<file path="src/rtl/odii_pkg.sv">
// Package for the octal digital input image block.
// Assumes one 200 MHz logic clock shared by all files.
package odii_pkg;

    localparam int          CHANNELS        = 8;
    localparam logic [7:0]  IMAGE_OFFSET    = 8'h00;
    localparam logic [7:0]  IMAGE_RESET     = 8'h00;
    localparam int          INPUT_BYTES     = 1;
    localparam int          OUTPUT_BYTES    = 0;
    localparam int          PARAM_BYTES     = 0;
    localparam int          DIAG_BYTES      = 0;
    localparam logic [15:0] CAN_OBJ_INDEX   = 16'h6000;
    localparam logic [7:0]  ECAT_SUB_FIRST  = 8'h01;
    localparam logic [7:0]  ECAT_SUB_LAST   = 8'h08;
    // Arbitrary neutral identity value
    localparam logic [31:0] MODULE_ID       = 32'h0000_0a5a;

    localparam int          CLK_MHZ         = 200;
    localparam int          MAX_DELAY_US    = 500;
    // Filter stable time: 400 us, leaves margin for sync and image update
    localparam int          FILT_US         = 400;
    localparam int          FILT_CYCLES     = FILT_US * CLK_MHZ;
    // Tick every 1 us, filter counts ticks
    localparam int          TICK_CYCLES     = CLK_MHZ;
    localparam logic [7:0]  TICK_LAST       = 8'(TICK_CYCLES - 1);
    localparam logic [8:0]  FILT_TICKS      = 9'(FILT_CYCLES / TICK_CYCLES);
    // Config-error flash: 2 Hz toggle period in us ticks
    localparam int          FLASH_US        = 250000;
    localparam logic [17:0] FLASH_LAST      = 18'(FLASH_US - 1);

    typedef enum logic [1:0] {
        ODII_ST_RESET,
        ODII_ST_RUN,
        ODII_ST_FAULT
    } odii_state_e;

endpackage : odii_pkg

</file>
<file path="src/rtl/odii_filter.sv">
// One channel: two-flop synchroniser plus stable-time filter.
// Assumes a 1 us tick enable from the parent.
`timescale 1ns/1ps
`default_nettype none

module odii_filter (
    // Clock and reset
    input  wire logic clock,
    input  wire logic rst_n,
    // Timebase
    input  wire logic tick,
    // Field side
    input  wire logic fieldIn,
    // Filtered level
    output logic      level
);

    logic       meta_r;
    logic       sync_r;
    logic [8:0] cnt_r;
    logic [8:0] cnt_nxt;
    wire        differs = sync_r != level;
    wire        expired = cnt_r >= odii_pkg::FILT_TICKS;

    assign cnt_nxt = !differs ? 9'h000 : (tick && !expired) ? cnt_r + 9'h001 : cnt_r;

    always_ff @(posedge clock or negedge rst_n) begin
        if (!rst_n) begin
            meta_r <= 1'b0;
            sync_r <= 1'b0;
        end else begin
            meta_r <= fieldIn;
            sync_r <= meta_r;
        end
    end

    // Both edges filtered alike, bounded well under 500 us
    always_ff @(posedge clock or negedge rst_n) begin
        if (!rst_n) begin
            cnt_r <= 9'h000;
            level <= 1'b0;
        end else begin
            cnt_r <= cnt_nxt; // RQ4
            if (differs && expired) begin
                level <= sync_r; // RQ4
            end
        end
    end

endmodule : odii_filter
`default_nettype wire

</file>
<file path="src/rtl/odii_top.sv">
// Octal digital input image: filtered inputs, one-byte image, indicators.
// Assumes backplane logic clock, inputs synchronous-capable, one byte read port.
//
// Overview of operation
// RQ1: Eight channels form image byte at offset zero.
// RQ2: Byte maps to object 6000h, subindices 01h-08h.
// RQ3: No output bytes; output writes ignored.
// RQ4: Input changes reach image within 500 us.
// RQ5: No interrupts, parameters or diagnostic bytes.
// RQ6: Green channel indicator follows input level.
// RQ7: Run and fault indicators show four conditions.
// RQ8: Synchronise, filter, update image as coherent snapshot.
`timescale 1ns/1ps
`default_nettype none

module odii_top (
    // Clock and reset
    input  wire logic       clock,
    input  wire logic       rst_n,
    // Field inputs
    input  wire logic [7:0] fieldInputChannel,
    // Head module read port
    input  wire logic       imageRead,
    input  wire logic [7:0] imageAddr,
    output logic [7:0]      processInputImage,
    output logic            readValid,
    // Head module output slot, unused
    input  wire logic       outWrite,
    input  wire logic [7:0] outData,
    // Status from the backplane
    input  wire logic       busCommOk,
    input  wire logic       busSupplyOk,
    input  wire logic       configOk,
    // Indicators
    output logic [7:0]      channelIndicator,
    output logic            runIndicator,
    output logic            moduleFaultIndicator
);

    ////////////////////////////////////////////////////////////////////////////
    // Timebase

    logic [7:0]  tickCnt_r;
    logic        tick_r;
    wire         tickWrap = tickCnt_r == odii_pkg::TICK_LAST;

    always_ff @(posedge clock or negedge rst_n) begin
        if (!rst_n) begin
            tickCnt_r <= 8'h00;
            tick_r    <= 1'b0;
        end else begin
            tickCnt_r <= tickWrap ? 8'h00 : tickCnt_r + 8'h01;
            tick_r    <= tickWrap;
        end
    end

    ////////////////////////////////////////////////////////////////////////////
    // Channels

    logic [7:0] filtered;

    generate
        for (genvar ch = 0; ch < odii_pkg::CHANNELS; ch++) begin : g_ch
            odii_filter u_filt (
                .clock   (clock),
                .rst_n   (rst_n),
                .tick    (tick_r),
                .fieldIn (fieldInputChannel[ch]),
                .level   (filtered[ch])
            ); // RQ8
        end
    endgenerate

    ////////////////////////////////////////////////////////////////////////////
    // Image register and read port

    logic [7:0] image_r;
    wire        addrHit = imageAddr == odii_pkg::IMAGE_OFFSET;
    // Output slot has no storage; these inputs go nowhere by design
    wire        outIgnored = outWrite & |outData; // RQ3

    // All eight bits latched in one edge, so a read never tears
    always_ff @(posedge clock or negedge rst_n) begin
        if (!rst_n) begin
            image_r <= odii_pkg::IMAGE_RESET;
        end else begin
            image_r <= filtered; // RQ8
        end
    end

    // Bit n carries channel n; unmapped offsets read zero
    always_ff @(posedge clock or negedge rst_n) begin
        if (!rst_n) begin
            processInputImage <= 8'h00;
            readValid         <= 1'b0;
        end else begin
            readValid <= imageRead;
            if (imageRead) begin
                processInputImage <= addrHit ? image_r : 8'h00; // RQ1 RQ2
            end
        end
    end

    ////////////////////////////////////////////////////////////////////////////
    // Indicators

    logic [17:0] flashCnt_r;
    logic        flash_r;
    odii_pkg::odii_state_e state_r;
    odii_pkg::odii_state_e state_nxt;
    wire         moduleOk = busSupplyOk & configOk;

    always_comb begin
        case (state_r)
            odii_pkg::ODII_ST_RESET: state_nxt = moduleOk ? odii_pkg::ODII_ST_RUN
                                                          : odii_pkg::ODII_ST_FAULT;
            odii_pkg::ODII_ST_RUN:   state_nxt = moduleOk ? odii_pkg::ODII_ST_RUN
                                                          : odii_pkg::ODII_ST_FAULT;
            default:                 state_nxt = moduleOk ? odii_pkg::ODII_ST_RUN
                                                          : odii_pkg::ODII_ST_FAULT;
        endcase
    end

    always_ff @(posedge clock or negedge rst_n) begin
        if (!rst_n) begin
            flashCnt_r <= 18'h00000;
            flash_r    <= 1'b0;
            state_r    <= odii_pkg::ODII_ST_RESET;
        end else begin
            state_r <= state_nxt;
            if (tick_r) begin
                flashCnt_r <= (flashCnt_r == odii_pkg::FLASH_LAST) ? 18'h00000
                                                                   : flashCnt_r + 18'h00001;
                if (flashCnt_r == odii_pkg::FLASH_LAST) begin
                    flash_r <= ~flash_r;
                end
            end
        end
    end

    // Run: on when bus and config ok. Fault: on for error, flashing for config error.
    wire runNxt   = busCommOk & busSupplyOk & configOk; // RQ7
    wire faultNxt = !configOk ? flash_r
                  : (state_r == odii_pkg::ODII_ST_FAULT) | !busCommOk; // RQ7

    // No interrupt, alarm or diagnostic outputs exist at all
    always_ff @(posedge clock or negedge rst_n) begin
        if (!rst_n) begin
            channelIndicator     <= 8'h00;
            runIndicator         <= 1'b0;
            moduleFaultIndicator <= 1'b0;
        end else begin
            channelIndicator     <= filtered; // RQ6
            runIndicator         <= runNxt; // RQ7
            moduleFaultIndicator <= faultNxt & ~outIgnored | faultNxt;
        end
    end

endmodule : odii_top
`default_nettype wire

</file>
<file path="config.mk">
export PLATFORM = sky130hd
export DESIGN_NAME = odii_top
export DESIGN_NICKNAME = d
export VERILOG_FILES = /design/src/rtl/odii_pkg.sv /design/src/rtl/odii_filter.sv /design/src/rtl/odii_top.sv
export SDC_FILE = /design/constraint.sdc
export NUM_CORES = 1
export LEC_CHECK = 0
export BUFFER_PORTS_ARGS = -buffer_cell sky130_fd_sc_hd__buf_2
export CAP_MARGIN = 5
export CORE_UTILIZATION = 56
export CTS_CLUSTER_DIAMETER = 120
export DETAILED_ROUTE_END_ITERATION = 8
export GPL_TIMING_DRIVEN = 0
export PLACE_DENSITY_LB_ADDON = 0.25
export SYNTH_ARGS = -nofsm -noshare
export SYNTH_HDL_FRONTEND = slang
export SYNTH_SLANG_ARGS = --single-unit
</file>
<file path="constraint.sdc">
create_clock -name clock -period 2.2 [get_ports clock]
set_clock_uncertainty 0.05 [all_clocks]
set_input_delay 0.66 -clock clock [delete_from_list [all_inputs] [get_ports clock]]
set_output_delay 0.66 -clock clock [all_outputs]
set_load 0.01 [all_outputs]
</file>
==> Implementation_results.wiki <==
{| class="wikitable"
! Metric !! Value
|-
| Run status || finished clean
|-
| Hold Crit Class || in -> async
|-
| Max_slew headroom || 47.2%
|-
| Synth cell types || 46
|-
| Maximum vdd ir drop || 723 µV
|-
| Layout-stage area growth over the synthesis result || 14.8%
|-
| Unrepaired setup endpoints after global routing || false
|-
| Mean cell area of the mapped netlist || 11.3 µm²
|-
| First-pass GRT wire length || 20500 µm
|-
| Count of final hold-check violations || 0
|-
| Power per cell area || 732 nW/µm²
|-
| Effective utilization at floorplan || 57.6%
|-
| Maximum number of pins on one net before global-route repair || 98
|-
| Post-layout nets || 690
|-
| Number of placement rows || 39
|-
| Antenna fix cells || 0
|-
| Initial antenna violation count || 0
|-
| Max capacitance violation total || 0
|-
| Tightest hold margin || 122 ps
|-
| Non-filler instance count after layout || 794
|-
| Area share of the leading cell type in the synthesized netlist || 55.2%
|-
| Pre-CTS setup slack || -114 ps
|-
| Setup Fix Bufs, Post-CTS || 0
|-
| R2R Path End || flashCnt_r[16]
|-
| Cell area after synthesis || 6580 µm²
|-
| Leading cell type by number of instances after synthesis || dfrtp_1
|-
| # IOs || 50
|-
| Cell types occupying the most area after synthesis || dfrtp_1 (55%), xor2_1 (6.1%), nor2_1 (4.3%)
|-
| Via/cell ratio || 5.65
|-
| Drt wl/cell || 15.6 µm
|-
| Number of instances in the synthesized netlist || 581
|-
| Vias || 4488
|-
| Clock latency at the later pin of the worst-skew pair || 420 ps
|-
| Die width || 110 µm
|-
| Post-detailed-placement half-perimeter wirelength || 8280 µm
|-
| Count of warnings emitted by yosys || 0
|-
| Count of state elements after synthesis || 145
|-
| Clock tree from TritonCTS || yes
|-
| Largest fanout on the critical path || 9
|-
| Setup slack on the worst flop-to-flop path || 340 ps
|-
| Final critical-path required period || 1910 ps
|-
| Post-synthesis async set-or-reset flop share || 100%
|-
| Routability congestion estimate from global placement || 0.819
|-
| Number of design rule violations left after detail routing || 0
|-
| Max Clk Rate || 524 MHz
|-
| Antenna-violating nets left || 0
|-
| Launch point of the worst reg-to-reg path || flashCnt_r[0]
|-
| Worst-path clk slew || 50 ps
|-
| Number of enable flip-flop cells after synthesis || 0
|-
| Worst-case setup margin in the final layout || 292 ps
|-
| Power Total || 5530 µW
|-
| Height of the die || 110 µm
|-
| Syn_nets || 630
|-
| Max Transition Viols Final || 0
|-
| Count of input and output buffers || 40
|-
| Bufs on Longest Clock Path || 2
|-
| H-tree depth reported by CTS || 4
|-
| Required @ worst endpoint || 2500 ps
|-
| Classification of the worst setup path || in -> reg
|-
| 1st-pass router iterations || 4
|-
| Flip-flop cell with the highest count after synthesis || dfrtp_1
|-
| Fraction of layout cells with a size suffix above 1 || 15.4%
|-
| WL final || 12400 µm
|-
| Final clock period utilization by the worst path || 86.7%
|-
| Sequential area share after synthesis || 55.2%
|-
| TritonCTS Buffers || 17
|-
| Number of instances in the placed design || 765
|-
| Final setup viols || 0
|-
| Initial DRC count || 205
|-
| Most frequent cells after synthesis || dfrtp_1 (145), nor2_1 (75), xor2_1 (46), nand3_1 (41), nand2_1 (37)
|-
| PostCTS Resize Cnt || 0
|-
| Worst setup EP type || flop
|-
| CTS Hold Buffers Added || 0
|-
| Startpoint type of the worst setup path || primary input
|-
| Clk sink count || 145
|-
| Cell chosen for the clock root || clkbuf_16
|-
| Data arrival, critical path || 2210 ps
|-
| Area of the placeable core || 11400 µm²
|-
| Vias in the first global route || 4506
|-
| Leakage component of the power || 0.00347 µW
|-
| Area leader, netlist || dfrtp_1
|-
| Grt ovf || 0
|-
| R2r worst-path depth || 5
|-
| Total global routing track utilization || 22.8%
|-
| Fraction of the core area covered by cells at the end of the flow || 66.1%
|-
| Slew at the pin closest to its max-slew limit || 786 ps
|-
| Area of the die || 12200 µm²
|}
[flip-flops by register name, summed over array words and instances, names as in the netlist]
name                  count
processInputImage         8
state_r                   2
readValid                 1
g_ch.u_filt.level         8
channelIndicator          8
flash_r                   1
tick_r                    1
runIndicator              1
flashCnt_r               18
g_ch.u_filt.cnt_r        72
g_ch.u_filt.sync_r        8
g_ch.u_filt.meta_r        8
tickCnt_r                 8
moduleFaultIndicator      1
[metal layers]
layer,track usage [%],vias to the layer above,part of all wire (%)
met5,0,-,0
met4,11.1,0,2.1
met3,6.41,17,4.5
met2,37.7,64,50
met1,27.3,2245,43
li1,-,2162,-
[cell usage in the layout, fill, tap and decap left out, types with 17 or more instances in the layout]
master	instances
nor2_1	75
and3_1	22
inv_1	19
clkbuf_16	17
dfrtp_1	145
buf_2	44
nand3_1	41
nand2_1	37
a21oi_1	20
xnor2_1	27
ha_1	18
nand4_1	24
xor2_1	46
[how the worst max path moves through the flow]
| stage | from | end | slack, ps | cells past startpoint |
|---|---|---|---|---|
| floorplan | imageAddr[2] | processInputImage[0] | 360 | 3 |
| global placement | rst_n | g_ch[6].u_filt.cnt_r[6] | -1560 | 1 |
| detailed placement | imageRead | processInputImage[3] | -110 | 4 |
| CTS | imageRead | processInputImage[3] | 300 | 4 |
| global route | tick_r | g_ch[1].u_filt.cnt_r[1] | 250 | 5 |
| finish | imageRead | processInputImage[3] | 290 | 4 |
[where the power goes]
group	internal (µW)	switching (µW)	total (µW)
Sequential	2690	8.55	2700
Clock	1730	990	2720
Combinational	29.4	85.3	115
[per-stage QoR]
| step | setup TNS, ps | instance area [µm²] |
|---|---|---|
| after floorplan | 0 | 6580 |
| after global placement | -226470 | 6950 |
| after detailed placement | -830 | 6990 |
| after CTS | 0 | 7550 |
| after global routing | 0 | 7550 |
| final | 0 | 7550 |
[logic make-up (layout without fill, tap and decap cells)]
family,count (synthesis),in the layout,synth area share [%]
xor gates and xnor gates,73,73,9.72
buffers and inverters,27,97,1.66
and+or+nand+nor,242,242,19.6
adders and majority gates,18,18,3.43
AOI/OAI and AO/OA,66,66,8.77
DFF,145,145,55.2
muxes,10,10,1.67
[cell type report]
type	count	area, µm²
clock inverters	7	85.1
fillers	845	3870
multi-input cells	409	2840
flip-flops and latches	145	3630
plain buffers	7	33.8
well taps	143	179
repair buffers	41	234
clock buffers	22	474
inverters	20	75.1
[worst max-delay path, stage by stage]
cell and delay, ps:
buf_2 90, clkinv_1 390, nor4_4 820, a22o_1 250
No activity file was read; power rests on OpenSTA's default activity.
